[config.mk]
export PLATFORM = sky130hd
export DESIGN_NAME = tds_supervisor
export DESIGN_NICKNAME = d
export VERILOG_FILES = /design/src/logic/tds_pkg.sv /design/src/logic/tds_tick_div.sv /design/src/logic/tds_supervisor.sv
export SDC_FILE = /design/constraint.sdc
export NUM_CORES = 1
export LEC_CHECK = 0
export BUFFER_PORTS_ARGS = -buffer_cell sky130_fd_sc_hd__buf_2
export CAP_MARGIN = 15
export CORE_UTILIZATION = 50
export DETAILED_ROUTE_END_ITERATION = 8
export MAX_ROUTING_LAYER = met4
export PLACE_DENSITY_LB_ADDON = 0.3
export SYNTH_ARGS = -nofsm -noshare
export SYNTH_HDL_FRONTEND = slang
export SYNTH_SLANG_ARGS = --single-unit
[constraint.sdc]
create_clock -name REF_CLK -period 21.2 [get_ports REF_CLK]
set_input_delay 0 -clock REF_CLK [delete_from_list [all_inputs] [get_ports REF_CLK]]
set_output_delay 0 -clock REF_CLK [all_outputs]
set_load 0.05 [all_outputs]
[src/logic/tds_pkg.sv]
// Package: register map, field positions, reset values and timing
// Assumes: 32-bit APB data, one aligned word per register
package tds_pkg;
  ////////////////////////////////////////////////////////////////////////
  // Register byte offsets
  localparam logic [7:0] CTRL_OFS      = 8'h00; // Enables and filter setup
  localparam logic [7:0] FILT1_OFS     = 8'h04; // Filter one frequency
  localparam logic [7:0] FILT2_OFS     = 8'h08; // Filter two frequency
  localparam logic [7:0] FILT3_OFS     = 8'h0C; // Filter three frequency
  localparam logic [7:0] FILT4_OFS     = 8'h10; // Filter four frequency
  localparam logic [7:0] FILT5_OFS     = 8'h14; // Filter five frequency
  localparam logic [7:0] OSC_LVL_OFS   = 8'h18; // Oscillation detect level
  localparam logic [7:0] PF_TIME_OFS   = 8'h1C; // Power fail time in ms
  localparam logic [7:0] UV_NORM_OFS   = 8'h20; // Normal bus alarm level
  localparam logic [7:0] STATUS_OFS    = 8'h24; // Live state, read only
  localparam logic [7:0] IRQ_STAT_OFS  = 8'h28; // Sticky events, W1C
  localparam logic [7:0] IRQ_MASK_OFS  = 8'h2C; // Interrupt enables
  localparam logic [7:0] ALARM_CLR_OFS = 8'h30; // Alarm reset, write only
  ////////////////////////////////////////////////////////////////////////
  // Control field positions
  localparam int CTRL_VIB_EN    = 0; // Vibration tough drive enable
  localparam int CTRL_PWR_EN    = 1; // Power ride-through enable
  localparam int CTRL_SHAFT_REQ = 2; // Shaft resonance filter wanted
  localparam int CTRL_F4_EN     = 3; // Filter four enable
  localparam int CTRL_F5_EN     = 4; // Filter five enable
  localparam int CTRL_ROBUST    = 5; // Robust filter in use
  localparam int CTRL_W         = 6;
  // Status field positions
  localparam int ST_TOUGH  = 0;
  localparam int ST_CALARM = 1;
  localparam int ST_MALARM = 2;
  localparam int ST_UV     = 3;
  localparam int ST_BRAKE  = 4;
  localparam int ST_NVPEND = 5;
  localparam int ST_NVOK   = 6;
  localparam int ST_SHAFT  = 7;
  localparam int ST_F5     = 8;
  // Interrupt event positions
  localparam int EV_RETUNE = 0; // Filter one or two retuned
  localparam int EV_CALARM = 1; // Control supply drop alarm raised
  localparam int EV_MALARM = 2; // Main supply drop alarm raised
  localparam int EV_INTR   = 3; // Supply interruption started
  localparam int EV_NVDONE = 4; // Nonvolatile commit finished
  localparam int EV_W      = 5;
  ////////////////////////////////////////////////////////////////////////
  // Reset values
  localparam logic [5:0]  CTRL_RST    = 6'h04; // Shaft filter on
  localparam logic [15:0] FILT_RST    = 16'h1194;
  localparam logic [15:0] OSC_LVL_RST = 16'h0100;
  localparam logic [15:0] PF_TIME_RST = 16'h00C8;
  localparam logic [15:0] UV_NORM_RST = 16'h00C8;
  ////////////////////////////////////////////////////////////////////////
  // Limits and timing
  localparam logic [15:0] MIN_RES_HZ   = 16'h0064; // 100 Hz floor
  localparam int          WIN_PCT      = 30;       // Retune window
  localparam logic [15:0] RIDE_UV_V    = 16'h009E; // 158 V DC
  localparam int          CLK_PERIOD_NS = 100;
  localparam int          MS_NS         = 1000000;
  localparam int          MS_CYCLES     = MS_NS / CLK_PERIOD_NS;
  localparam int          NV_PERIOD_S   = 3600;    // One commit an hour
  localparam int          NV_PERIOD_MS  = NV_PERIOD_S * 1000;
endpackage

[src/logic/tds_tick_div.sv]
// Millisecond enable divider for the supervisor timers
// Assumes: one free-running clock, asynchronous active-low reset
`timescale 1ns/1ns
module tds_tick_div #(
  parameter int DIV = 10000 // Clock cycles per tick
) (
  // Clock and reset
  input  wire logic clk,
  input  wire logic rst_n,
  // One-cycle enable
  output logic      tick
);
  localparam int W = (DIV > 1) ? $clog2(DIV) : 1;
  localparam logic [W-1:0] LAST = W'(DIV - 1); // Terminal count

  logic [W-1:0] cnt_ff; // Cycle counter

  // Free-running count, wraps at terminal
  always_ff @(posedge clk or negedge rst_n)
  begin
    if (!rst_n)
    begin
      cnt_ff <= '0;
      tick   <= 1'b0;
    end
    else
    begin
      tick <= (cnt_ff == LAST);
      if (cnt_ff == LAST)
        cnt_ff <= '0;
      else
        cnt_ff <= cnt_ff + W'(1);
    end
  end
endmodule

[src/logic/tds_supervisor.sv]
// Tough drive supervisor: filter retuning and supply ride-through
// Assumes: APB master on REF_CLK, detector and ADC words on REF_CLK,
// control supply sense is an asynchronous pin
//
// The address map and the APB register port were decided locally.
`timescale 1ns/1ns

// Behaviour
// - Enable bits gate both tough drive functions
// - Retune only within 30 percent of filter
// - Overwrite the nearer of filters one, two
// - Commit to nonvolatile memory at most hourly
// - Never touch filters three, four, five
// - Ignore resonance at or below 100 Hz
// - Detection threshold from oscillation level register
// - Filter four disables shaft; robust masks five
// - Drop alarm time from power fail register
// - Ride-through switches bus alarm level to 158
// - Brake interlock held through ride-through
// - Control alarm once interruption exceeds time
// - Tough active asserts on interruption detect
// - Brake interlock drops when undervoltage raised
// - Bus below 158 V alarms during ride-through
// - Short dip above threshold gives no alarm
module tds_supervisor #(
  parameter int MS_CYC  = tds_pkg::MS_CYCLES,    // Cycles per ms
  parameter int HOUR_MS = tds_pkg::NV_PERIOD_MS  // Commit spacing, ms
) (
  // Clock and reset
  input  wire logic        REF_CLK,
  input  wire logic        RST_N,
  // APB slave
  input  wire logic        PSEL,
  input  wire logic        PENABLE,
  input  wire logic        PWRITE,
  input  wire logic [7:0]  PADDR,
  input  wire logic [31:0] PWDATA,
  output logic      [31:0] PRDATA,
  output logic             PREADY,
  output logic             PSLVERR,
  // Resonance detector
  input  wire logic        RES_VALID,
  input  wire logic [15:0] RES_FREQ,
  input  wire logic [15:0] RES_LEVEL,
  // Supply sensing
  input  wire logic        CTRL_SUPPLY_LOW,
  input  wire logic [15:0] BUS_VOLT,
  // Nonvolatile write port
  output logic             NV_WR_REQ,
  output logic      [31:0] NV_WR_DATA,
  input  wire logic        NV_WR_ACK,
  // Filter datapath settings
  output logic      [15:0] FILT1_FREQ,
  output logic      [15:0] FILT2_FREQ,
  output logic             SHAFT_FILT_EN,
  output logic             FILT4_EN,
  output logic             FILT5_EN,
  // Drive outputs
  output logic             TOUGH_ACTIVE_OUT,
  output logic             BRAKE_INTERLOCK_OUT,
  output logic             UNDERVOLTAGE_ALARM,
  output logic             CONTROL_SUPPLY_DROP_ALARM,
  output logic             MAIN_SUPPLY_DROP_ALARM,
  output logic             IRQ
);
  ////////////////////////////////////////////////////////////////////////
  // Helpers
  typedef enum logic [1:0] {NV_IDLE, NV_WRITE, NV_WAIT} tds_nv_t;

  // Distance between two frequencies
  function automatic logic [15:0] absdiff(input logic [15:0] a,
                                          input logic [15:0] b);
    absdiff = (a > b) ? (a - b) : (b - a);
  endfunction

  // Distance within retune window
  function automatic logic in_window(input logic [15:0] d,
                                     input logic [15:0] f);
    logic [23:0] lhs;
    logic [23:0] rhs;
    lhs = 24'(d) * 24'd100;
    rhs = 24'(f) * 24'(tds_pkg::WIN_PCT);
    in_window = (lhs <= rhs);
  endfunction

  ////////////////////////////////////////////////////////////////////////
  // Registers and state
  logic [tds_pkg::CTRL_W-1:0] ctrl_ff;    // Control bits
  logic [15:0]       f3_ff;              // Filter three frequency
  logic [15:0]       f4_ff;              // Filter four frequency
  logic [15:0]       f5_ff;              // Filter five frequency
  logic [15:0]       osc_lvl_ff;         // Detection level
  logic [15:0]       pf_time_ff;         // Power fail time, ms
  logic [15:0]       uv_norm_ff;         // Normal bus alarm level
  logic [tds_pkg::EV_W-1:0] irq_stat_ff; // Sticky events
  logic [tds_pkg::EV_W-1:0] irq_mask_ff; // Event enables
  logic              sup_meta_ff;        // Supply sense, stage one
  logic              sup_sync_ff;        // Supply sense, stage two
  logic              intr_ff;            // Interruption seen last cycle
  logic [15:0]       intr_ms_ff;         // Interruption length, ms
  logic              nv_pend_ff;         // Retuned values not committed
  logic [31:0]       hour_ms_ff;         // Ms since last commit
  tds_nv_t           nv_state_ff;        // Commit sequencer

  logic              ms_tick;            // One-millisecond enable
  logic              wr_en;              // APB write takes effect
  logic              rd_setup;           // APB setup cycle of a read
  logic              hit;                // Address is mapped
  logic [31:0]       rd_mux;             // Read data selection
  logic [15:0]       d1;                 // Distance to filter one
  logic [15:0]       d2;                 // Distance to filter two
  logic              res_ok;             // Detection accepted
  logic              pick1;              // Filter one is nearer
  logic              retune1;            // Overwrite filter one
  logic              retune2;            // Overwrite filter two
  logic              nxt_calarm;         // Control alarm next value
  logic              nxt_malarm;         // Main alarm next value
  logic              alarm_clr;          // Software alarm reset
  logic [15:0]       uv_level;           // Bus alarm level in use
  logic [tds_pkg::EV_W-1:0] ev;          // Event pulses

  ////////////////////////////////////////////////////////////////////////
  // Millisecond base for all timers
  tds_tick_div #(
    .DIV (MS_CYC)
  ) u_ms (
    .clk   (REF_CLK),
    .rst_n (RST_N),
    .tick  (ms_tick)
  );

  ////////////////////////////////////////////////////////////////////////
  // APB decode, zero wait states
  assign wr_en     = PSEL & PENABLE & PREADY & PWRITE;
  assign rd_setup  = PSEL & ~PENABLE & ~PWRITE;
  assign alarm_clr = wr_en & (PADDR == tds_pkg::ALARM_CLR_OFS) & PWDATA[0];

  // Read data and address hit
  always_comb
  begin
    rd_mux = 32'h0000_0000;
    hit    = 1'b1;
    case (PADDR)
      tds_pkg::CTRL_OFS:      rd_mux = 32'(ctrl_ff);
      tds_pkg::FILT1_OFS:     rd_mux = 32'(FILT1_FREQ);
      tds_pkg::FILT2_OFS:     rd_mux = 32'(FILT2_FREQ);
      tds_pkg::FILT3_OFS:     rd_mux = 32'(f3_ff);
      tds_pkg::FILT4_OFS:     rd_mux = 32'(f4_ff);
      tds_pkg::FILT5_OFS:     rd_mux = 32'(f5_ff);
      tds_pkg::OSC_LVL_OFS:   rd_mux = 32'(osc_lvl_ff);
      tds_pkg::PF_TIME_OFS:   rd_mux = 32'(pf_time_ff);
      tds_pkg::UV_NORM_OFS:   rd_mux = 32'(uv_norm_ff);
      tds_pkg::STATUS_OFS:
      begin
        rd_mux[tds_pkg::ST_TOUGH]  = TOUGH_ACTIVE_OUT;
        rd_mux[tds_pkg::ST_CALARM] = CONTROL_SUPPLY_DROP_ALARM;
        rd_mux[tds_pkg::ST_MALARM] = MAIN_SUPPLY_DROP_ALARM;
        rd_mux[tds_pkg::ST_UV]     = UNDERVOLTAGE_ALARM;
        rd_mux[tds_pkg::ST_BRAKE]  = BRAKE_INTERLOCK_OUT;
        rd_mux[tds_pkg::ST_NVPEND] = nv_pend_ff;
        rd_mux[tds_pkg::ST_NVOK]   = (nv_state_ff == NV_IDLE);
        rd_mux[tds_pkg::ST_SHAFT]  = SHAFT_FILT_EN;
        rd_mux[tds_pkg::ST_F5]     = FILT5_EN;
      end
      tds_pkg::IRQ_STAT_OFS:  rd_mux = 32'(irq_stat_ff);
      tds_pkg::IRQ_MASK_OFS:  rd_mux = 32'(irq_mask_ff);
      tds_pkg::ALARM_CLR_OFS: rd_mux = 32'h0000_0000;
      default:                hit    = 1'b0;
    endcase
  end

  // Answer latched at setup, shown in access
  always_ff @(posedge REF_CLK or negedge RST_N)
  begin
    if (!RST_N)
    begin
      PRDATA  <= 32'h0000_0000;
      PSLVERR <= 1'b0;
      PREADY  <= 1'b0;
    end
    else
    begin
      PREADY <= 1'b1;
      if (PSEL & ~PENABLE)
      begin
        PRDATA  <= rd_setup ? rd_mux : 32'h0000_0000;
        PSLVERR <= ~hit;
      end
    end
  end

  ////////////////////////////////////////////////////////////////////////
  // Plain setting registers
  always_ff @(posedge REF_CLK or negedge RST_N)
  begin
    if (!RST_N)
    begin
      ctrl_ff     <= tds_pkg::CTRL_RST;
      f3_ff       <= tds_pkg::FILT_RST;
      f4_ff       <= tds_pkg::FILT_RST;
      f5_ff       <= tds_pkg::FILT_RST;
      osc_lvl_ff  <= tds_pkg::OSC_LVL_RST;
      pf_time_ff  <= tds_pkg::PF_TIME_RST;
      uv_norm_ff  <= tds_pkg::UV_NORM_RST;
      irq_mask_ff <= '0;
    end
    else if (wr_en)
    begin
      case (PADDR)
        tds_pkg::CTRL_OFS:     ctrl_ff     <= PWDATA[tds_pkg::CTRL_W-1:0];
        tds_pkg::FILT3_OFS:    f3_ff       <= PWDATA[15:0];
        tds_pkg::FILT4_OFS:    f4_ff       <= PWDATA[15:0];
        tds_pkg::FILT5_OFS:    f5_ff       <= PWDATA[15:0];
        tds_pkg::OSC_LVL_OFS:  osc_lvl_ff  <= PWDATA[15:0];
        tds_pkg::PF_TIME_OFS:  pf_time_ff  <= PWDATA[15:0];
        tds_pkg::UV_NORM_OFS:  uv_norm_ff  <= PWDATA[15:0];
        tds_pkg::IRQ_MASK_OFS: irq_mask_ff <= PWDATA[tds_pkg::EV_W-1:0];
        default:               ;
      endcase
    end
  end

  ////////////////////////////////////////////////////////////////////////
  // Resonance check, nearest filter
  assign d1     = absdiff(RES_FREQ, FILT1_FREQ);
  assign d2     = absdiff(RES_FREQ, FILT2_FREQ);
  assign pick1  = (d1 <= d2);
  assign res_ok = RES_VALID & ctrl_ff[tds_pkg::CTRL_VIB_EN]
                & (RES_FREQ > tds_pkg::MIN_RES_HZ)
                & (RES_LEVEL >= osc_lvl_ff);
  assign retune1 = res_ok & pick1 & in_window(d1, FILT1_FREQ);
  assign retune2 = res_ok & ~pick1 & in_window(d2, FILT2_FREQ);

  // Working filters; retune beats a write
  always_ff @(posedge REF_CLK or negedge RST_N)
  begin
    if (!RST_N)
    begin
      FILT1_FREQ <= tds_pkg::FILT_RST;
      FILT2_FREQ <= tds_pkg::FILT_RST;
    end
    else
    begin
      if (retune1)
        FILT1_FREQ <= RES_FREQ;
      else if (wr_en && PADDR == tds_pkg::FILT1_OFS)
        FILT1_FREQ <= PWDATA[15:0];
      if (retune2)
        FILT2_FREQ <= RES_FREQ;
      else if (wr_en && PADDR == tds_pkg::FILT2_OFS)
        FILT2_FREQ <= PWDATA[15:0];
    end
  end

  // Datapath enables; filters three to five never retuned
  always_ff @(posedge REF_CLK or negedge RST_N)
  begin
    if (!RST_N)
    begin
      SHAFT_FILT_EN <= 1'b0;
      FILT4_EN      <= 1'b0;
      FILT5_EN      <= 1'b0;
    end
    else
    begin
      FILT4_EN      <= ctrl_ff[tds_pkg::CTRL_F4_EN];
      SHAFT_FILT_EN <= ctrl_ff[tds_pkg::CTRL_SHAFT_REQ]
                     & ~ctrl_ff[tds_pkg::CTRL_F4_EN];
      FILT5_EN      <= ctrl_ff[tds_pkg::CTRL_F5_EN]
                     & ~ctrl_ff[tds_pkg::CTRL_ROBUST];
    end
  end

  ////////////////////////////////////////////////////////////////////////
  // Nonvolatile commit, at most hourly
  always_ff @(posedge REF_CLK or negedge RST_N)
  begin
    if (!RST_N)
    begin
      nv_state_ff <= NV_IDLE;
      nv_pend_ff  <= 1'b0;
      hour_ms_ff  <= 32'h0000_0000;
      NV_WR_REQ   <= 1'b0;
      NV_WR_DATA  <= 32'h0000_0000;
    end
    else
    begin
      // Retune beats a same-cycle commit
      if (retune1 | retune2)
        nv_pend_ff <= 1'b1;
      else if (nv_state_ff == NV_WRITE && NV_WR_ACK)
        nv_pend_ff <= 1'b0;
      case (nv_state_ff)
        NV_IDLE:
        begin
          if (nv_pend_ff)
          begin
            NV_WR_REQ   <= 1'b1;
            NV_WR_DATA  <= {FILT2_FREQ, FILT1_FREQ};
            nv_state_ff <= NV_WRITE;
          end
        end
        NV_WRITE:
        begin
          if (NV_WR_ACK)
          begin
            NV_WR_REQ   <= 1'b0;
            hour_ms_ff  <= 32'h0000_0000;
            nv_state_ff <= NV_WAIT;
          end
        end
        NV_WAIT:
        begin
          if (ms_tick)
          begin
            if (hour_ms_ff >= 32'(HOUR_MS - 1))
              nv_state_ff <= NV_IDLE;
            else
              hour_ms_ff <= hour_ms_ff + 32'h0000_0001;
          end
        end
        default: nv_state_ff <= NV_IDLE;
      endcase
    end
  end

  ////////////////////////////////////////////////////////////////////////
  // Supply sense synchroniser, interruption timer
  always_ff @(posedge REF_CLK or negedge RST_N)
  begin
    if (!RST_N)
    begin
      sup_meta_ff <= 1'b0;
      sup_sync_ff <= 1'b0;
      intr_ff     <= 1'b0;
      intr_ms_ff  <= 16'h0000;
    end
    else
    begin
      sup_meta_ff <= CTRL_SUPPLY_LOW;
      sup_sync_ff <= sup_meta_ff;
      intr_ff     <= sup_sync_ff;
      if (!sup_sync_ff)
        intr_ms_ff <= 16'h0000;
      else if (ms_tick && intr_ms_ff != 16'hFFFF)
        intr_ms_ff <= intr_ms_ff + 16'h0001;
    end
  end

  ////////////////////////////////////////////////////////////////////////
  // Alarm decisions
  assign uv_level = ctrl_ff[tds_pkg::CTRL_PWR_EN]
                  ? tds_pkg::RIDE_UV_V : uv_norm_ff;

  always_comb
  begin
    // Without ride-through any interruption alarms at once
    nxt_calarm = CONTROL_SUPPLY_DROP_ALARM & ~alarm_clr;
    if (sup_sync_ff && (!ctrl_ff[tds_pkg::CTRL_PWR_EN]
                        || intr_ms_ff > pf_time_ff))
      nxt_calarm = 1'b1;
    // Bus level checked even for short dips
    nxt_malarm = MAIN_SUPPLY_DROP_ALARM & ~alarm_clr;
    if (BUS_VOLT < uv_level)
      nxt_malarm = 1'b1;
  end

  // Latched alarms and drive outputs
  always_ff @(posedge REF_CLK or negedge RST_N)
  begin
    if (!RST_N)
    begin
      CONTROL_SUPPLY_DROP_ALARM <= 1'b0;
      MAIN_SUPPLY_DROP_ALARM    <= 1'b0;
      UNDERVOLTAGE_ALARM        <= 1'b0;
      BRAKE_INTERLOCK_OUT       <= 1'b0;
      TOUGH_ACTIVE_OUT          <= 1'b0;
    end
    else
    begin
      CONTROL_SUPPLY_DROP_ALARM <= nxt_calarm;
      MAIN_SUPPLY_DROP_ALARM    <= nxt_malarm;
      UNDERVOLTAGE_ALARM        <= nxt_calarm | nxt_malarm;
      BRAKE_INTERLOCK_OUT       <= ~(nxt_calarm | nxt_malarm);
      TOUGH_ACTIVE_OUT          <= sup_sync_ff
                                 & ctrl_ff[tds_pkg::CTRL_PWR_EN];
    end
  end

  ////////////////////////////////////////////////////////////////////////
  // Interrupt events, status and output
  always_comb
  begin
    ev = '0;
    ev[tds_pkg::EV_RETUNE] = retune1 | retune2;
    ev[tds_pkg::EV_CALARM] = nxt_calarm & ~CONTROL_SUPPLY_DROP_ALARM;
    ev[tds_pkg::EV_MALARM] = nxt_malarm & ~MAIN_SUPPLY_DROP_ALARM;
    ev[tds_pkg::EV_INTR]   = sup_sync_ff & ~intr_ff;
    ev[tds_pkg::EV_NVDONE] = (nv_state_ff == NV_WRITE) & NV_WR_ACK;
  end

  // Sticky bits; set beats clear
  always_ff @(posedge REF_CLK or negedge RST_N)
  begin
    if (!RST_N)
    begin
      irq_stat_ff <= '0;
      IRQ         <= 1'b0;
    end
    else
    begin
      if (wr_en && PADDR == tds_pkg::IRQ_STAT_OFS)
        irq_stat_ff <= (irq_stat_ff & ~PWDATA[tds_pkg::EV_W-1:0]) | ev;
      else
        irq_stat_ff <= irq_stat_ff | ev;
      IRQ <= |(irq_stat_ff & irq_mask_ff);
    end
  end
endmodule

======== Word level (Yosys, flattened, before mapping) ========
Index checks and enable logic that the tools add are counted.
storage, ports and cells
  bits in registers ....................... 289
  input port bits ......................... 96
  output and inout bits ................... 108
  logic and storage cells ................. 178
operators by class
  $add $sub $neg .......................... 7
  multiply operators ...................... 4
  magnitude comparators ................... 10
  eq/ne operators ......................... 22
  muxes and demuxes ....................... 31
  bitwise operators ....................... 41
  reductions and logical operators ........ 29
operators by type and width
  cell                                                    count
  2-to-1 mux 16 bit                                       9
  2-to-1 mux 32 bit                                       4
  one-hot mux 9 bit (12 select lines)                     1
  one-hot mux 32 bit (2 select lines)                     1
  subtractor 16 bit                                       4
  one-hot mux 7 bit (8 select lines)                      1
  > comparator 16 bit                                     3
  <= comparator 23 x 21 -> 1 bit                          2
  multiplier 16 x 5 -> 21 bit (second input constant)     2
  equality test 8 x 6 -> 1 bit (second input constant)    5
  multiplier 16 x 4 -> 20 bit (second input constant)     2
  adder 32 x 1 -> 32 bit (second input constant)          1
  equality test 8 x 5 -> 1 bit (second input constant)    4
  >= comparator 32 x 22 -> 1 bit (second input constant)  1
  AND 1 bit                                               23
  AND reduction 2 bit                                     9
  adder 16 x 1 -> 16 bit (second input constant)          1
  equality test 8 x 4 -> 1 bit (second input constant)    2
  >= comparator 16 bit                                    1
  > comparator 16 x 7 -> 1 bit (second input constant)    1
  <= comparator 16 bit                                    1
  less-than comparator 16 bit                             1
  inequality test 16 bit (second input constant)          1
  adder 14 x 1 -> 14 bit (second input constant)          1
  other kinds (27)                                        63

======== Depth between registers and ports, before layout ========
  depth in word-level cells ............... 11
  depth in mapped cells ................... 39
  depth with buffers taken out ............ 36

======== Hierarchy ========
From an unflattened synthesis, not the netlist that was laid out.
unflattened totals
  cells, all modules ...................... 2361
  area total of the unflattened synthesis .. 23289.8 um^2
by module, submodules not included
  module          times used  cells each  area an instance (um^2)  sequential area each (um^2)
  tds_supervisor  1           2300        22594.2                  6497.5
  tds_tick_div    1           61          695.7                    375.4

======== Least setup slack after synthesis ========
OpenSTA, ideal clock, no wires.
  kind .................................... register -> register
  start point ............................. register FILT2_FREQ[1]
  end point ............................... register FILT2_FREQ[15]
  setup time .............................. 0.128 ns
  arrival time ............................ 7.664 ns
  required time ........................... 21.072 ns
  path slack .............................. 13.408 ns
  stages on the path, launching flop included .. 36
  buffers on the path ..................... 3
  period minus slack after synthesis ...... 7.792 ns
  path through ............................ dfrtp_1 inv_1 fa_1 a211oi_2 o21bai_1 o31ai_1 a21oi_4 clkbuf_1 clkbuf_1 a21oi_1 xor2_1 ha_1 ha_1 inv_1 fa_1 inv_1 ha_1 o21a_1 nor2_1 o21bai_1 a31oi_1 o311a_1 nor2b_1 xnor2_1 ha_1 a21o_1 a21oi_1 nor2b_1 o21ai_0 nand2b_1 a21oi_1 o21ai_1 a21o_1 nor4_2 buf_4 mux2_1
on the way
  cells in the longest elaborated chain, start to end .. 7
  elaborated cells on any way between the ends .. 13
  classes of those cells .................. add/sub: 2; mul: 2; order compare: 3; mux: 2; bitwise: 3; reduce/logical: 1
RTL lines
  item                                                                    RTL line               RTL
  start: declaration                                                      tds_supervisor.sv:54   output logic [15:0] FILT2_FREQ,
  start signal: assignment                                                tds_supervisor.sv:240  FILT2_FREQ <= tds_pkg::FILT_RST;
  start signal: assignment                                                tds_supervisor.sv:251  FILT2_FREQ <= PWDATA[15:0];
  branches (longest 5 deep; another with <= comparator 23 x 21 -> 1 bit)  n/a
  AND 1 bit (*)                                                           tds_supervisor.sv:232  assign retune2 = res_ok & ~pick1 & in_window(d2, FILT2_FREQ);
  2-to-1 mux 16 bit or nonzero test 2 bit (tied branches)                 n/a
Mark *: on every way between the ends.
A chain may end at the register's enable or synchronous reset.

======== Worst setup path after layout ========
  start point ............................. register FILT1_FREQ[13]
  end point ............................... register FILT1_FREQ[2]
on the way
  cells in the longest elaborated chain, start to end .. 6
  elaborated cells on any way between the ends .. 12
  classes of those cells .................. add/sub: 2; mul: 2; order compare: 3; mux: 2; bitwise: 2; reduce/logical: 1
RTL lines
  item                                                                 RTL line                                     RTL
  start: declaration                                                   tds_supervisor.sv:53                         output logic [15:0] FILT1_FREQ,
  start signal: assignment                                             tds_supervisor.sv:239                        FILT1_FREQ <= tds_pkg::FILT_RST;
  start signal: assignment                                             tds_supervisor.sv:247                        FILT1_FREQ <= PWDATA[15:0];
  subtractor 16 bit or > comparator 16 bit (tied branches)             tds_supervisor.sv:73                         absdiff = (a > b) ? (a - b) : (b - a);
  2-to-1 mux 16 bit                                                    tds_supervisor.sv:73
  multiplier 16 x 5 -> 21 bit or <= comparator 16 bit (tied branches)  tds_supervisor.sv:81, tds_supervisor.sv:227
  <= comparator 23 x 21 -> 1 bit or AND 1 bit (tied branches)          tds_supervisor.sv:83, tds_supervisor.sv:231
  AND 1 bit (*)                                                        tds_supervisor.sv:231                        assign retune1 = res_ok & pick1 & in_window(d1, FILT1_FREQ);
  2-to-1 mux 16 bit or nonzero test 2 bit (tied branches)              n/a
Every way passes the cells marked *; elsewhere a longest branch is shown, timed or not.

==> report_table.html <==
<table>
<tr><th>Metric</th><th>Value</th></tr>
<tr><th colspan="2">Clocking</th></tr>
<tr><td>Maximum buffer depth of the clock tree</td><td>3</td></tr>
<tr><td>TritonCTS Buffers</td><td>25</td></tr>
<tr><td>Worst-path clk slew</td><td>70 ps</td></tr>
<tr><td>Setup bufs post-CTS</td><td>0</td></tr>
<tr><td>CTS sink count</td><td>273</td></tr>
<tr><td>Cts repair resizes</td><td>0</td></tr>
<tr><td>Clock tree from TritonCTS</td><td>yes</td></tr>
<tr><td>H-tree lvl count</td><td>1</td></tr>
<tr><td>Hold Buf Count CTS</td><td>44</td></tr>
<tr><td>Root buf cell</td><td>clkbuf_16</td></tr>
<tr><td>Clock network latency to the later pin of the worst-skew pair</td><td>540 ps</td></tr>
<tr><th colspan="2">Synthesis</th></tr>
<tr><td>Gate count of the mapped netlist</td><td>2340</td></tr>
<tr><td>Area of the mapped netlist</td><td>23200 um^2</td></tr>
<tr><td>Multiplexer area fraction after synthesis</td><td>0.107</td></tr>
<tr><td>Mean post-synth cell area</td><td>9.91 um^2</td></tr>
<tr><td>Part of the Yosys area used for sequential elements</td><td>0.296</td></tr>
<tr><td>Largest cells by area after synthesis</td><td>dfrtp_1, ha_1, fa_1</td></tr>
<tr><td>Commonest register cell after synthesis</td><td>dfrtp_1</td></tr>
<tr><td>Library cells used by synthesis</td><td>88</td></tr>
<tr><td>Parity-gate share of the synthesized area counting xor and xnor cells</td><td>0.0476</td></tr>
<tr><td>Post-synthesis async set-or-reset flop share</td><td>1.00</td></tr>
<tr><td>Total of warnings raised by yosys</td><td>0</td></tr>
<tr><td>Adder-cell share of the synthesized area</td><td>0.240</td></tr>
<tr><td>Dominant combinational cell family by area after synthesis</td><td>adder cells</td></tr>
<tr><td>Number of synthesized flops with an enable pin</td><td>0</td></tr>
<tr><td>Post-synthesis register bit count</td><td>273</td></tr>
<tr><td>Area fraction in and, or, nand and nor cells after synthesis</td><td>0.114</td></tr>
<tr><td>Complex-gate fraction of the synthesized area</td><td>0.140</td></tr>
<tr><td>Top cell type's share of synthesized area</td><td>0.259</td></tr>
<tr><td>Leading area contributor after synthesis</td><td>dfrtp_1</td></tr>
<tr><th colspan="2">Global routing</th></tr>
<tr><td>Largest net degree at the start of global routing</td><td>113</td></tr>
<tr><td>Number of antenna violations at the first check in global routing</td><td>1</td></tr>
<tr><td>Via count of the first global-routing pass</td><td>18700</td></tr>
<tr><td>Global routing usage summed across all routing layers</td><td>0.286</td></tr>
<tr><td>Total grt overflow</td><td>0</td></tr>
<tr><td>Wire length of the first global-routing pass</td><td>103000 um</td></tr>
<tr><th colspan="2">STA</th></tr>
<tr><td>Hold WS</td><td>22.4 ps</td></tr>
<tr><td>Worst clock skew</td><td>17.0 ps</td></tr>
<tr><td>Max-slew headroom</td><td>0.315</td></tr>
<tr><td>Unrepaired setup endpoints after global routing</td><td>no</td></tr>
<tr><td>Max-slew violation count</td><td>0</td></tr>
<tr><td>Fin crit share</td><td>0.450</td></tr>
<tr><td>Slew at the pin with the worst max-slew slack</td><td>1030 ps</td></tr>
<tr><td>Count of endpoints failing hold in the final timing report</td><td>0</td></tr>
<tr><td>Peak Freq</td><td>105 MHz</td></tr>
<tr><td>Final Setup Violations</td><td>0</td></tr>
<tr><td>Sum Neg Setup Slack</td><td>0 ps</td></tr>
<tr><td>Final period demand of the worst path</td><td>9540 ps</td></tr>
<tr><th colspan="2">Status</th></tr>
<tr><td>Outcome</td><td>completed</td></tr>
<tr><th colspan="2">Power</th></tr>
<tr><td>Pwr Density</td><td>80.3 nW/um^2</td></tr>
<tr><td>Maximum vdd drop</td><td>66.6 uV</td></tr>
<tr><td>Total leakage power</td><td>13.2 nW</td></tr>
<tr><th colspan="2">Hold path</th></tr>
<tr><td>Start point of the worst hold path</td><td>RES_FREQ[9]</td></tr>
<tr><td>End of the worst hold path</td><td>FILT1_FREQ[9]</td></tr>
<tr><td>Worst hold path depth</td><td>3</td></tr>
<tr><td>Hold Path Class</td><td>input port to register</td></tr>
<tr><th colspan="2">Setup path</th></tr>
<tr><td>Critical-path cell with the highest stage delay</td><td>nor2_1</td></tr>
<tr><td>Critical path start-end classification</td><td>register to register</td></tr>
<tr><td>Largest stage delay on the critical path</td><td>780 ps</td></tr>
<tr><td>Startpoint of the lowest-slack register-to-register path</td><td>FILT1_FREQ[13]</td></tr>
<tr><td>Most frequent cell on the critical path</td><td>ha_1</td></tr>
<tr><td>End of the worst register-to-register path</td><td>FILT1_FREQ[2]</td></tr>
<tr><td>Worst Path Arrival</td><td>10030 ps</td></tr>
<tr><td>Crit path capture type</td><td>register</td></tr>
<tr><td>Data required time of the critical path</td><td>21690 ps</td></tr>
<tr><td>Depth of the worst register-to-register path</td><td>29</td></tr>
<tr><td>R2r setup slk</td><td>11660 ps</td></tr>
<tr><td>Max Fanout on Critical Path</td><td>18</td></tr>
<tr><td>CP startpoint kind</td><td>register</td></tr>
<tr><th colspan="2">Drt</th></tr>
<tr><td>Via total after detailed routing</td><td>18600</td></tr>
<tr><td>Wire length per cell</td><td>20.6 um</td></tr>
<tr><td>Routed via count divided by cell count</td><td>5.89</td></tr>
<tr><td>Routed wire length</td><td>64900 um</td></tr>
<tr><td>Antenna-violating nets left</td><td>0</td></tr>
<tr><td>First DRT Iteration DRCs</td><td>1335</td></tr>
<tr><td>First drt pass iteration count</td><td>7</td></tr>
<tr><td>Number of remaining DRC errors</td><td>0</td></tr>
<tr><th colspan="2">Final layout</th></tr>
<tr><td>Count of nets after finishing</td><td>3026</td></tr>
<tr><td>Register area</td><td>6870 um^2</td></tr>
<tr><td>Multi-input combinational cell area</td><td>15100 um^2</td></tr>
<tr><td>Utilization after layout</td><td>0.569</td></tr>
<tr><td>Layout cell share with drive strength beyond 1</td><td>0.169</td></tr>
<tr><td>Number of filler instances in the final layout</td><td>3934</td></tr>
<tr><td>Area growth syn-to-layout</td><td>11.7%</td></tr>
<tr><td>Design Area, Final</td><td>25900 um^2</td></tr>
<tr><th colspan="2">Place</th></tr>
<tr><td>Routability Congestion</td><td>0.945</td></tr>
<tr><td>Total placed instance area</td><td>24600 um^2</td></tr>
<tr><td>Placed wire-length estimate after detailed placement</td><td>49900 um</td></tr>
<tr><td>Input/output buffers</td><td>171</td></tr>
<tr><th colspan="2">Floorplanning</th></tr>
<tr><td>Total number of placement rows</td><td>78</td></tr>
<tr><td>Initial core utilization</td><td>0.509</td></tr>
<tr><td>IO Count</td><td>204</td></tr>
<tr><td>Die outline width</td><td>217 um</td></tr>
<tr><td>Core Area</td><td>45600 um^2</td></tr>
<tr><td>Die Ht</td><td>217 um</td></tr>
<tr><td>Die area</td><td>47200 um^2</td></tr>
<tr><th colspan="2">Job</th></tr>
<tr><td>Max-capacitance violation count</td><td>0</td></tr>
</table>
synthesized netlist by cell type, types with 17 or more instances:
| cell | count |
|---|---|
| ha_1 | 308 |
| dfrtp_1 | 240 |
| inv_1 | 236 |
| mux2_2 | 142 |
| nor2_1 | 137 |
| a21oi_1 | 111 |
| nand2_1 | 108 |
| fa_1 | 84 |
| mux2i_1 | 82 |
| o21ai_0 | 71 |
| xor2_1 | 66 |
| a21o_1 | 64 |
| xnor2_1 | 60 |
| nand3_1 | 48 |
| nand4_1 | 48 |
| clkbuf_1 | 44 |
| dfstp_2 | 33 |
| nand2b_1 | 31 |
| nor2b_1 | 30 |
| a22oi_1 | 29 |
| o21ai_1 | 27 |
| a222oi_1 | 25 |
| nor3_1 | 24 |
| buf_4 | 21 |
| a211oi_1 | 20 |
| and2_1 | 20 |
| a31oi_1 | 19 |
| o21a_1 | 18 |
| or3_1 | 18 |
| and3_1 | 17 |
metrics by stage:
step           total power, mW  setup WS, ps  instances
3_5_place_dp              1.62         12190       3066
5_1_grt                   2.28         11180       3158
4_1_cts                   2.10         11790       3156
2_1_floorplan             1.38         13410       2355
3_3_place_gp              1.58         12190       3066
6_report                  2.08         11660       3158
state kept, by name, summed over array words and instances (netlist names), 2 cells and up:
signal,cells
NV_WR_DATA,32
f3_ff,16
pf_time_ff,16
irq_mask_ff,5
f4_ff,16
irq_stat_ff,5
nv_state_ff,2
u_ms.cnt_ff,14
osc_lvl_ff,16
hour_ms_ff,32
FILT2_FREQ,16
PRDATA,16
uv_norm_ff,16
ctrl_ff,6
FILT1_FREQ,16
intr_ms_ff,16
f5_ff,16
how the worst max path moves through the flow:
stage / endpoint / from / depth (start not counted) / slack [ps]
after detailed placement: FILT1_FREQ[15] / FILT1_FREQ[14] / 28 / 12190
after CTS: FILT1_FREQ[2] / FILT1_FREQ[14] / 29 / 11790
after global placement: FILT1_FREQ[15] / FILT1_FREQ[13] / 28 / 12190
final: FILT1_FREQ[2] / FILT1_FREQ[13] / 29 / 11660
after floorplan: FILT2_FREQ[15] / FILT2_FREQ[1] / 35 / 13410
after global routing: FILT1_FREQ[2] / FILT1_FREQ[13] / 31 / 11180
cells in the final DEF, fill, tap and decap left out, types with 44 or more instances in the layout:
cell / synthesis / routed
nand4_1: 48 / 48
xnor2_1: 60 / 60
inv_1: 236 / 236
fa_1: 84 / 84
mux2i_1: 82 / 82
nor2_1: 137 / 137
dlygate4sd3_1: 0 / 44
dfrtp_1: 240 / 240
nand3_1: 48 / 48
ha_1: 308 / 308
o21ai_0: 71 / 71
a21o_1: 64 / 64
mux2_2: 142 / 142
buf_2: 8 / 170
xor2_1: 66 / 66
a21oi_1: 111 / 111
nand2_1: 108 / 108
area by class of cell:
| type | count | share of cell area |
|---|---|---|
| antenna | 1 | 0.0000966 |
| clock buffer | 35 | 0.0275 |
| clock inverter | 11 | 0.00473 |
| inverter | 238 | 0.0345 |
| multi-input combinational | 1766 | 0.582 |
| sequential | 273 | 0.265 |
| tap | 600 | 0.0290 |
| timing repair buffer | 234 | 0.0567 |
critical path, delay by kind of cell (launching register included):
kind	cells	cell delay (ps)
DFF	1	630
AOI/OAI and AO/OA	7	1480
muxes	1	220
and+or+nand+nor	9	3110
buffers and inverters	4	1020
adders and majority gates	6	2300
xor gates and xnor gates	2	710
routing by layer:
| layer | vias to the layer above | global-route usage | routed length [um] |
|---|---|---|---|
| met5 | - | - | 0 |
| met4 | 0 | 0.0810 | 1770 |
| met3 | 109 | 0.0231 | 3540 |
| met2 | 606 | 0.474 | 31300 |
| met1 | 9189 | 0.374 | 28300 |
| li1 | 8696 | - | - |
power by group:
part | internal (mW) | switching [mW] | total [mW] | leakage (nW)
Clock | 0.261 | 0.203 | 0.464 | 0.411
Sequential | 0.529 | 0.0133 | 0.542 | 3.63
Combinational | 0.472 | 0.603 | 1.07 | 9.11
logic make-up after synthesis:
kind of cell	after synthesis
compound gates	481
xor+xnor	126
fa+ha+maj	394
buf+inv	316
flops	273
mux	228
simple gates	520
other cells	2
No activity file was read; power rests on OpenSTA's default activity.
